### config.mk
export PLATFORM = sky130hd
export DESIGN_NAME = ali_led_ctrl
export DESIGN_NICKNAME = d
export VERILOG_FILES = /design/src/design/ali_pkg.sv /design/src/design/ali_led_ctrl.sv
export SDC_FILE = /design/constraint.sdc
export NUM_CORES = 1
export LEC_CHECK = 0
export BUFFER_PORTS_ARGS = -buffer_cell sky130_fd_sc_hd__buf_2
export CAP_MARGIN = 15
export CELL_PAD_IN_SITES_DETAIL_PLACEMENT = 1
export CELL_PAD_IN_SITES_GLOBAL_PLACEMENT = 2
export CORE_MARGIN = 1
export CORE_UTILIZATION = 32
export DETAILED_ROUTE_END_ITERATION = 6
export PLACE_DENSITY = 0.8
export SLEW_MARGIN = 20
export SYNTH_ARGS = -nofsm -noshare
export SYNTH_HDL_FRONTEND = slang
export SYNTH_SLANG_ARGS = --single-unit
### constraint.sdc
create_clock -name clk_sys -period 3.63 [get_ports clk_sys]
set_input_delay 0.9075 -clock clk_sys [delete_from_list [all_inputs] [get_ports clk_sys]]
set_output_delay 0.9075 -clock clk_sys [all_outputs]
set_load 0.02 [all_outputs]
### src/design/ali_pkg.sv
/*
 * Constants, types and register map of the front-panel lamp controller.
 * Assumes one 200 MHz clock, a synchronous active-high reset and an
 * Avalon-MM master with 32-bit data and byte addresses.
 */
// Contract
// - Blue lamp steady on with management power while extraction is safe.
// - Blue lamp dark while the module is operational.
// - Blue lamp flashes long blink while waiting for activation.
// - Blue lamp flashes short blink while waiting for deactivation.
// - Red lamp on for shelf fault flag or missing 12V payload power.
// - Green lamp steady with 12V present and no disk activity.
// - Green lamp blinks on disk activity.
// - Green lamp dark without 12V payload power.
// - Blue lamp switches on as soon as the module is fully inserted.
// - Blue lamp switches off when activation completes.
// - Opening the handle blinks blue, then steady; extract only when steady.
package ali_pkg;

    // ------------------------------------------------------------
    // Timing
    // ------------------------------------------------------------
    localparam int CLK_MHZ        = 200;
    localparam int TICK_US        = 1000;
    localparam int TICK_CYCLES    = TICK_US * CLK_MHZ;
    localparam int LONG_HALF_MS   = 500;
    localparam int SHORT_HALF_MS  = 100;
    localparam int ACT_HALF_MS    = 50;
    localparam int ACT_STRETCH_MS = 100;
    localparam int MS_W           = 10;
    localparam int TICK_W         = 18;

    // ------------------------------------------------------------
    // Register map (byte offsets)
    // ------------------------------------------------------------
    localparam logic [3:0] OFS_CTRL   = 4'h0;
    localparam logic [3:0] OFS_STATUS = 4'h4;
    localparam int CTRL_FAULT_BIT     = 0;
    localparam int CTRL_ACT_GO_BIT    = 1;
    localparam int CTRL_DEACT_GO_BIT  = 2;
    localparam logic [1:0] RESP_OKAY  = 2'h0;
    localparam logic [1:0] RESP_SLVERR = 2'h2;

    // ------------------------------------------------------------
    // Types
    // ------------------------------------------------------------
    typedef enum logic [2:0] {
        ST_ABSENT     = 3'h0,
        ST_SAFE       = 3'h1,
        ST_ACT_WAIT   = 3'h2,
        ST_ACTIVE     = 3'h3,
        ST_DEACT_WAIT = 3'h4
    } ali_swap_e;

    typedef struct packed {
        logic mgmt_power_ok;
        logic inserted;
        logic handle_closed;
        logic payload_12v_ok;
        logic disk_activity;
    } ali_in_s;

    typedef struct packed {
        logic hot_swap_lamp;
        logic fault_out_of_service_lamp;
        logic module_active_lamp;
    } ali_lamp_s;

endpackage : ali_pkg

### src/design/ali_led_ctrl.sv
/*
 * Front-panel lamp controller: hot-swap, fault and activity lamps.
 * Assumes board inputs synchronous to clk_sys and a single Avalon-MM
 * master that holds each request until waitrequest is low.
 */
// Decided for this implementation: the address map and the Avalon-MM register port.
`timescale 1ns/1ps

module ali_led_ctrl #(
    parameter int unsigned TICK_CYCLES    = ali_pkg::TICK_CYCLES,
    parameter logic [9:0]  LONG_HALF_MS   = 10'(ali_pkg::LONG_HALF_MS),
    parameter logic [9:0]  SHORT_HALF_MS  = 10'(ali_pkg::SHORT_HALF_MS),
    parameter logic [9:0]  ACT_HALF_MS    = 10'(ali_pkg::ACT_HALF_MS),
    parameter logic [9:0]  ACT_STRETCH_MS = 10'(ali_pkg::ACT_STRETCH_MS)
) (
    // Clock and reset
    input  wire logic              clk_sys,
    input  wire logic              srst,
    // Avalon-MM slave
    input  wire logic [3:0]        address,
    input  wire logic              read,
    input  wire logic              write,
    input  wire logic [3:0]        byteenable,
    input  wire logic [31:0]       writedata,
    output logic [31:0]            readdata,
    output logic [1:0]             response,
    output logic                   waitrequest,
    // Board state
    input  wire ali_pkg::ali_in_s  board_in,
    // Lamps
    output ali_pkg::ali_lamp_s     lamps
);

    // ------------------------------------------------------------
    // Declarations
    // ------------------------------------------------------------
    logic [ali_pkg::TICK_W-1:0] tick_cnt_q;
    logic                       tick_ms;
    logic [2:0]                 phase;
    logic [9:0]                 half_ms [3];
    logic                       fault_flag_q;
    logic                       act_go;
    logic                       deact_go;
    logic                       ack_q;
    logic                       req;
    logic                       hit_ctrl;
    logic                       hit_status;
    logic [31:0]                readdata_q;
    logic [1:0]                 response_q;
    logic [9:0]                 stretch_q;
    logic                       busy;
    ali_pkg::ali_swap_e         state_q;
    ali_pkg::ali_swap_e         state_d;
    ali_pkg::ali_lamp_s         lamps_q;
    ali_pkg::ali_lamp_s         lamps_d;

    // ------------------------------------------------------------
    // Millisecond tick
    // ------------------------------------------------------------
    always_ff @(posedge clk_sys) begin
        if (srst) begin
            tick_cnt_q <= '0;
        end else if (tick_ms) begin
            tick_cnt_q <= '0;
        end else begin
            tick_cnt_q <= tick_cnt_q + 1'b1;
        end
    end

    assign tick_ms = (tick_cnt_q == ali_pkg::TICK_W'(TICK_CYCLES - 1));

    // ------------------------------------------------------------
    // Blink generators: 0 long, 1 short, 2 activity
    // ------------------------------------------------------------
    assign half_ms[0] = LONG_HALF_MS;
    assign half_ms[1] = SHORT_HALF_MS;
    assign half_ms[2] = ACT_HALF_MS;

    for (genvar g = 0; g < 3; g++) begin : g_blink
        logic [9:0] cnt_q;
        logic       ph_q;
        always_ff @(posedge clk_sys) begin
            if (srst) begin
                cnt_q <= '0;
                ph_q  <= 1'b1;
            end else if (tick_ms) begin
                if (cnt_q >= half_ms[g] - 10'h001) begin
                    cnt_q <= '0;
                    ph_q  <= ~ph_q;
                end else begin
                    cnt_q <= cnt_q + 10'h001;
                end
            end
        end
        assign phase[g] = ph_q;
    end

    // ------------------------------------------------------------
    // Disk activity stretch
    // ------------------------------------------------------------
    // Short activity pulses are held long enough to be seen
    always_ff @(posedge clk_sys) begin
        if (srst) begin
            stretch_q <= '0;
        end else if (board_in.disk_activity) begin
            stretch_q <= ACT_STRETCH_MS;
        end else if (tick_ms && stretch_q != 10'h000) begin
            stretch_q <= stretch_q - 10'h001;
        end
    end

    assign busy = board_in.disk_activity || (stretch_q != 10'h000);

    // ------------------------------------------------------------
    // Avalon-MM slave
    // ------------------------------------------------------------
    assign req        = read || write;
    assign hit_ctrl   = (address == ali_pkg::OFS_CTRL);
    assign hit_status = (address == ali_pkg::OFS_STATUS);

    // One wait cycle, then the answer on the second edge
    always_ff @(posedge clk_sys) begin
        if (srst) begin
            ack_q <= 1'b0;
        end else begin
            ack_q <= req && !ack_q;
        end
    end

    assign waitrequest = req && !ack_q;

    always_ff @(posedge clk_sys) begin
        if (srst) begin
            readdata_q <= '0;
            response_q <= ali_pkg::RESP_OKAY;
        end else if (req && !ack_q) begin
            response_q <= (hit_ctrl || hit_status) ? ali_pkg::RESP_OKAY
                                                   : ali_pkg::RESP_SLVERR;
            readdata_q <= '0;
            if (read && hit_ctrl) begin
                readdata_q[ali_pkg::CTRL_FAULT_BIT] <= fault_flag_q;
            end else if (read && hit_status) begin
                readdata_q[2:0] <= state_q;
                readdata_q[3]   <= lamps_q.hot_swap_lamp;
                readdata_q[4]   <= lamps_q.fault_out_of_service_lamp;
                readdata_q[5]   <= lamps_q.module_active_lamp;
                readdata_q[6]   <= board_in.payload_12v_ok;
                readdata_q[7]   <= board_in.inserted;
                readdata_q[8]   <= board_in.handle_closed;
                readdata_q[9]   <= board_in.mgmt_power_ok;
                readdata_q[10]  <= busy;
            end
        end
    end

    assign readdata = readdata_q;
    assign response = response_q;

    // Control writes take effect at the edge where waitrequest is low
    always_ff @(posedge clk_sys) begin
        if (srst) begin
            fault_flag_q <= 1'b0;
        end else if (write && ack_q && hit_ctrl && byteenable[0]) begin
            fault_flag_q <= writedata[ali_pkg::CTRL_FAULT_BIT];
        end
    end

    assign act_go   = write && ack_q && hit_ctrl && byteenable[0]
                      && writedata[ali_pkg::CTRL_ACT_GO_BIT];
    assign deact_go = write && ack_q && hit_ctrl && byteenable[0]
                      && writedata[ali_pkg::CTRL_DEACT_GO_BIT];

    // ------------------------------------------------------------
    // Hot-swap sequence
    // ------------------------------------------------------------
    always_comb begin
        state_d = state_q;
        unique case (state_q)
            ali_pkg::ST_ABSENT: begin
                if (board_in.inserted && board_in.mgmt_power_ok) begin
                    state_d = ali_pkg::ST_SAFE;
                end
            end
            ali_pkg::ST_SAFE: begin
                if (board_in.handle_closed) begin
                    state_d = ali_pkg::ST_ACT_WAIT;
                end
            end
            ali_pkg::ST_ACT_WAIT: begin
                if (!board_in.handle_closed) begin
                    state_d = ali_pkg::ST_SAFE;
                end else if (act_go) begin
                    state_d = ali_pkg::ST_ACTIVE;
                end
            end
            ali_pkg::ST_ACTIVE: begin
                if (!board_in.handle_closed) begin
                    state_d = ali_pkg::ST_DEACT_WAIT;
                end
            end
            ali_pkg::ST_DEACT_WAIT: begin
                if (deact_go) begin
                    state_d = ali_pkg::ST_SAFE;
                end
            end
            default: begin
                state_d = ali_pkg::ST_ABSENT;
            end
        endcase
        if (!board_in.inserted || !board_in.mgmt_power_ok) begin
            state_d = ali_pkg::ST_ABSENT;
        end
    end

    always_ff @(posedge clk_sys) begin
        if (srst) begin
            state_q <= ali_pkg::ST_ABSENT;
        end else begin
            state_q <= state_d;
        end
    end

    // ------------------------------------------------------------
    // Lamp drive
    // ------------------------------------------------------------
    always_comb begin
        lamps_d = '0;
        unique case (state_d)
            ali_pkg::ST_SAFE:       lamps_d.hot_swap_lamp = 1'b1;
            ali_pkg::ST_ACT_WAIT:   lamps_d.hot_swap_lamp = phase[0];
            ali_pkg::ST_ACTIVE:     lamps_d.hot_swap_lamp = 1'b0;
            ali_pkg::ST_DEACT_WAIT: lamps_d.hot_swap_lamp = phase[1];
            default:                lamps_d.hot_swap_lamp = 1'b0;
        endcase
        lamps_d.fault_out_of_service_lamp =
            fault_flag_q || !board_in.payload_12v_ok;
        if (!board_in.payload_12v_ok) begin
            lamps_d.module_active_lamp = 1'b0;
        end else if (busy) begin
            lamps_d.module_active_lamp = phase[2];
        end else begin
            lamps_d.module_active_lamp = 1'b1;
        end
    end

    always_ff @(posedge clk_sys) begin
        if (srst) begin
            lamps_q <= '0;
        end else begin
            lamps_q <= lamps_d;
        end
    end

    assign lamps = lamps_q;

endmodule : ali_led_ctrl

==> results of run 1 <==
-- logic make-up (layout without fill, tap and decap cells) --
kind of cell             after synthesis  in the layout  share of synthesized area
AO/OA/AOI/OAI                         78             78                      0.124
XOR/XNOR                              31             31                     0.0700
adder cells (fa/ha/maj)                7              7                     0.0226
buffers and inverters                 49             63                     0.0706
flip-flops                            81             81                      0.418
multiplexers                           3              3                    0.00774
other                                  1             22                   0.000966
AND/OR/NAND/NOR                      197            197                      0.287
-- path summary, 6_finish.rpt --
| check | endpoint | slack (ns) | cells past startpoint |
|---|---|---|---|
| setup / recovery | stretch_q[6] | 1.27 | 5 |
| hold reg to reg | readdata[10] | 0.45 | 2 |
| hold / removal | readdata[10] | 0.45 | 2 |
| setup reg to reg | stretch_q[6] | 1.27 | 5 |
-- registers in the layout, summed over array words and instances, names as in the netlist --
| signal | count |
|---|---|
| readdata | 11 |
| fault_flag_q | 1 |
| response | 1 |
| lamps | 3 |
| g_blink.ph_q | 3 |
| tick_cnt_q | 18 |
| state_q | 3 |
| stretch_q | 10 |
| g_blink.cnt_q | 30 |
| ack_q | 1 |
-- cell type report --
type	count	area [sq um]	share of cell area
multi-input combinational	338	2060	0.468
sequential	81	1620	0.367
clock buffer	11	243	0.0550
timing repair buffer	35	183	0.0414
tap	143	179	0.0405
clock inverter	5	78.8	0.0179
inverter	12	45.0	0.0102
-- per-stage QoR --
stage	hold slack (ns)	instance area, sq um	setup WS, ns
2_1_floorplan	0.430	3960	1.03
3_3_place_gp	0.442	4090	1.12
3_5_place_dp	0.449	4090	1.05
4_1_cts	0.457	4410	1.22
5_1_grt	0.477	4410	0.993
6_report	0.450	4410	1.27
-- worst max-delay path, stage by stage, from the launching register on --
cell and delay (ns):
dfxtp_1 0.45, nand4b_2 0.38, nor3_4 0.53, nand3_1 0.29
or4_1 0.46, a31oi_1 0.16
-- power groups by stage --
stage,sequential [W],clock [W],combinational (W)
after global placement,0.000927,0,0.000102
after floorplan,0.000930,0,0.0000870
final,0.000908,0.000973,0.000103
after CTS,0.000908,0.00100,0.000104
after global routing,0.000909,0.00104,0.000114
after detailed placement,0.000928,0,0.000103
-- metal layers --
metal | share of wire | routed length, um | GRT usage
met1 | 0.46 | 4170 | 0.174
met2 | 0.50 | 4540 | 0.280
met3 | 0.036 | 326 | 0.0524
met4 | 0.011 | 101 | 0.0551
met5 | 0 | 0 | 0
-- cell usage after synthesis, types with 5 or more instances --
library cell,n
a22oi_1,10
dfxtp_1,81
inv_1,12
o21a_1,5
xnor2_1,13
nor2b_1,8
nand3_1,17
o21ai_0,16
nor4_1,7
buf_4,22
a21oi_1,27
nand3b_1,5
nand4_1,10
clkbuf_1,14
xor2_1,18
or4_1,8
nor2_1,60
ha_1,7
nand2_1,21
and3_1,13
nor3_1,13
a31oi_1,6
==> impl_metrics.env, run 1 <==
export IMPL_outcome="finished with violations"
export IMPL_violations="DRC"
export IMPL_rsz0062_at_grt="no"
export IMPL_dieHeight_um=112
export IMPL_postCtsHoldBufs=0
export IMPL_insertion_delay_ns=0.34
export IMPL_worstSetupEndpointType="flop"
export IMPL_drt_iter0_markers=105
export IMPL_setup_viol=0
export IMPL_grt_pass1_wl_um=15800
export IMPL_crit_required_ns=3.90
export IMPL_htreeDepth=3
export IMPL_num_antenna_cells=0
export IMPL_min_period_ns=2.36
export IMPL_drtAntennaViolNets=0
export IMPL_die_w_um=112
export IMPL_tns_ns=0
export IMPL_power_total_w=0.00198
export IMPL_synth_area_sq_um=3880
export IMPL_hp_class="reg -> reg"
export IMPL_cts_setup_buffers=0
export IMPL_async_flop_share=0
export IMPL_hp_start="readdata[10]"
export IMPL_cts_sinks=81
export IMPL_synth_edf_count=0
export IMPL_yosys_area_top_type="dfxtp_1"
export IMPL_crit_type="reg -> reg"
export IMPL_postSynthAreaPerCell_sq_um=8.68
export IMPL_core_sq_um=11600
export IMPL_initial_utilization=0.334
export IMPL_synth_main_ff_cell="dfxtp_1"
export IMPL_place_congestion=0.718
export IMPL_grt_max_degree=29
export IMPL_swShare=0.219
export IMPL_cp_start_kind="flop"
export IMPL_path_clk_slew_ns=0.06
export IMPL_finalNonFillerCells=625
export IMPL_crit_arrival_ns=2.62
export IMPL_grt_antenna_before_repair=0
export IMPL_gr_total_overflow=0
export IMPL_seqPwrFrac=0.458
export IMPL_worst_pin_slew_ns=0.969
export IMPL_p_leak_nw=1.70
export IMPL_maxCapViolCount=0
export IMPL_grt_pass1_vias=3371
export IMPL_fin_skew_ns=0.00468
export IMPL_worstSetupStartpoint="tick_cnt_q[10]"
export IMPL_wirelength_um=9140
export IMPL_dp_cells=609
export IMPL_vias_per_cell=5.15
export IMPL_vias=3217
export IMPL_drc_errors=4
export IMPL_drive_above_1_share=0.129
export IMPL_placement_io_buffers=32
export IMPL_grt_usage=0.157
export IMPL_fin_crit_sh=0.649
export IMPL_pin_count=87
export IMPL_cts_buffer_depth=2
export IMPL_clock_power_share=0.490
export IMPL_synth_top_cell_area_share=0.418
export IMPL_p_per_area_nw_per_um2=450
export IMPL_ys_ff_latch=81
export IMPL_place_hpwl_um=6450
export IMPL_row_count=39
export IMPL_post_cts_resized=0
export IMPL_p_int_w=0.00155
export IMPL_ir_worst_vdd_uv=206
export IMPL_crit_fanout=10
export IMPL_synth_area_leaders="dfxtp_1 (42%), nor2_1 (5.8%), buf_4 (4.3%)"
export IMPL_seq_area_frac_synth=0.418
export IMPL_slew_violations=0
export IMPL_r2r_start="tick_cnt_q[10]"
export IMPL_postSynthCellCount=447
export IMPL_hold_violations=0
export IMPL_p_comb_frac=0.052
export IMPL_layout_commonest_cell="dfxtp_1"
export IMPL_area_growth_pct=13.7
export IMPL_synthDistinctLibCells=55
export IMPL_cts_tree="done"
export IMPL_cts_root_buffer="clkbuf_16"
export IMPL_numCtsBuffers=9
export IMPL_fp_dieArea_sq_um=12600
export IMPL_mostFrequentLayoutCells="dfxtp_1 (81), nor2_1 (60), buf_2 (32)"
export IMPL_fmax_mhz=424
export IMPL_ys_warn_count=0
export IMPL_post_route_util=0.380
export IMPL_wl_per_cell_um=14.6
export IMPL_first_pass_iters=7
export IMPL_fin_nets=533
export IMPL_num_fill_cells=1397
export IMPL_slew_headroom=0.349
export IMPL_switching_power_w=0.000435
Power figures use the tool's default switching activity.
==> run 2: changes to the inputs <==
==> constraint.sdc (replaced) <==
create_clock -name clk_sys -period 2.35 [get_ports clk_sys]
set_input_delay 0.5875 -clock clk_sys [delete_from_list [all_inputs] [get_ports clk_sys]]
set_output_delay 0.5875 -clock clk_sys [all_outputs]
set_load 0.02 [all_outputs]
==> run 2 against run 1 <==
The run still ends with DRC left. Cell area increased by 1.3%. Hold slack improved by 0.0072 ns. Critical path type unchanged. Non-clock buffer count increased by 13. Power increased by 46%. Clock skew increased by 0.0036 ns.
==> impl_metrics.env, run 2 (synthesis gave the netlist of run 1 again) <==
export IMPL_cp_slowest_cell="or4b_4"
export IMPL_insertion_delay_ns=0.34
export IMPL_dieHeight_um=112
export IMPL_num_fill_cells=1413
export IMPL_hold_violations=0
export IMPL_vias=3263
export IMPL_place_hpwl_um=6340
export IMPL_worstSetupEndpointType="flop"
export IMPL_crit_arrival_ns=2.50
export IMPL_outcome="finished with violations"
export IMPL_grt_max_degree=27
export IMPL_crit_family="simple AND/OR/NAND/NOR gates"
export IMPL_cts_tree="done"
export IMPL_seqPwrFrac=0.486
export IMPL_rsz0062_at_grt="no"
export IMPL_grt_usage=0.156
export IMPL_cp_start_kind="flop"
export IMPL_power_total_w=0.00289
export IMPL_pin_count=87
export IMPL_slew_headroom=0.631
export IMPL_fp_dieArea_sq_um=12600
export IMPL_seq_area_sq_um=1620
export IMPL_fin_nets=546
export IMPL_path_cells="inv_1 -> ha_1 -> or4b_4 -> or4_1 -> or4_1 -> a21oi_1"
export IMPL_vias_per_cell=5.11
export IMPL_layout_commonest_cell="dfxtp_1"
export IMPL_drc_errors=4
export IMPL_drtAntennaViolNets=0
export IMPL_wl_per_cell_um=13.8
export IMPL_setup_viol=0
export IMPL_hp_class="reg -> reg"
export IMPL_multi_input_area_sq_um=2070
export IMPL_cp_slowest_stage_delay_ns=0.50
export IMPL_path_clk_slew_ns=0.07
export IMPL_drive_above_1_share=0.156
export IMPL_p_int_w=0.00216
export IMPL_place_congestion=0.724
export IMPL_fmax_mhz=450
export IMPL_swShare=0.251
export IMPL_die_w_um=112
export IMPL_clock_power_share=0.457
export IMPL_first_pass_iters=6
export IMPL_crit_type="reg -> reg"
export IMPL_mostFrequentLayoutCells="dfxtp_1 (81), nor2_1 (60), buf_2 (32)"
export IMPL_num_antenna_cells=0
export IMPL_grt_pass1_vias=3295
export IMPL_slew_violations=0
export IMPL_cpMostUsedCell="or4_1"
export IMPL_grt_antenna_before_repair=0
export IMPL_p_leak_nw=1.74
export IMPL_cts_root_buffer="clkbuf_16"
export IMPL_cts_setup_buffers=0
export IMPL_crit_required_ns=2.63
export IMPL_p_comb_frac=0.057
export IMPL_maxCapViolCount=0
export IMPL_area_growth_pct=15.2
export IMPL_fin_crit_sh=0.946
export IMPL_crit_fanout=5
export IMPL_grt_pass1_wl_um=15700
export IMPL_ir_worst_vdd_uv=339
export IMPL_cts_buffer_depth=2
export IMPL_violations="DRC"
export IMPL_min_period_ns=2.22
export IMPL_gr_total_overflow=0
export IMPL_p_per_area_nw_per_um2=646
export IMPL_drt_iter0_markers=105
export IMPL_largest_reg_flops=30
export IMPL_initial_utilization=0.334
export IMPL_wirelength_um=8810
export IMPL_path_buf_inv=1
export IMPL_htreeDepth=3
export IMPL_largest_register="g_blink.cnt_q"
export IMPL_row_count=39
export IMPL_switching_power_w=0.000724
export IMPL_worst_pin_slew_ns=0.549
export IMPL_core_sq_um=11600
export IMPL_cts_sinks=81
export IMPL_tns_ns=0
export IMPL_numCtsBuffers=9
export IMPL_postCtsHoldBufs=0
export IMPL_placement_io_buffers=32
export IMPL_fin_skew_ns=0.00827
==> run 2: changes by cell type in the layout (fill, tap and decap cells not counted) <==
cell	delta
bufinv_16	-2
nand3_1	-1
clkinvlp_4	+1
nand3_2	+1
clkbuf_8	-1
buf_4	+13
clkinv_4	+1
inv_6	+2
clkbuf_1	-1
==> run 2: worst min-delay path, delay by kind of cell, from the launching register on <==
kind / cells / cell delay, ns
flip-flops: 1 / 0.31
AND/OR/NAND/NOR: 1 / 0.05
AO/OA/AOI/OAI: 1 / 0.05
==> run 2: path summary, 6_finish.rpt <==
path	end	cells past startpoint	slack [ns]	from
max	stretch_q[8]	6	0.13	stretch_q[0]
min	readdata[10]	2	0.46	readdata[10]
max reg2reg	stretch_q[8]	6	0.13	stretch_q[0]
min reg2reg	readdata[10]	2	0.46	readdata[10]
==> run 2: per-stage QoR <==
stage          instance area, sq um  hold slack, ns  cells   util  worst slack [ns]
3_5_place_dp                   4190           0.452    622  0.361             0.100
3_3_place_gp                   4190           0.440    622  0.361             0.161
4_1_cts                        4470           0.446    638  0.385             0.103
5_1_grt                        4470           0.456    638  0.385            0.0115
6_report                       4470           0.457    638  0.385             0.127
2_1_floorplan                  3960           0.430    468      -             0.256
==> run 2: layer usage <==
metal / part of all wire / track usage / vias up / wire length (um)
li1: - / - / 1627 / -
met1: 0.46 / 0.197 / 1564 / 4090
met2: 0.48 / 0.254 / 58 / 4190
met3: 0.041 / 0.0319 / 14 / 357
met4: 0.020 / 0.0756 / 0 / 179
met5: 0 / 0 / - / 0
==> run 2: cell type report <==
cell class,count,area share
clock buffer,9,0.0503
clock inverter,7,0.0117
timing repair buffer,48,0.0627
sequential,81,0.363
multi-input combinational,338,0.463
tap,143,0.0400
inverter,12,0.0101
==> run 2: repair_timing <==
item                       in CTS  in global routing
hold endpoints to repair        0                  0
setup endpoints to repair       0                  2
gates resized for setup         0                  1
==> run 2: power by group through the flow <==
stage	logic [W]	registers [W]	clock network (W)
after floorplan	0.000134	0.00144	0
after global placement	0.000164	0.00143	0
after detailed placement	0.000166	0.00143	0
after CTS	0.000167	0.00140	0.00137
after global routing	0.000183	0.00140	0.00142
final	0.000165	0.00140	0.00132
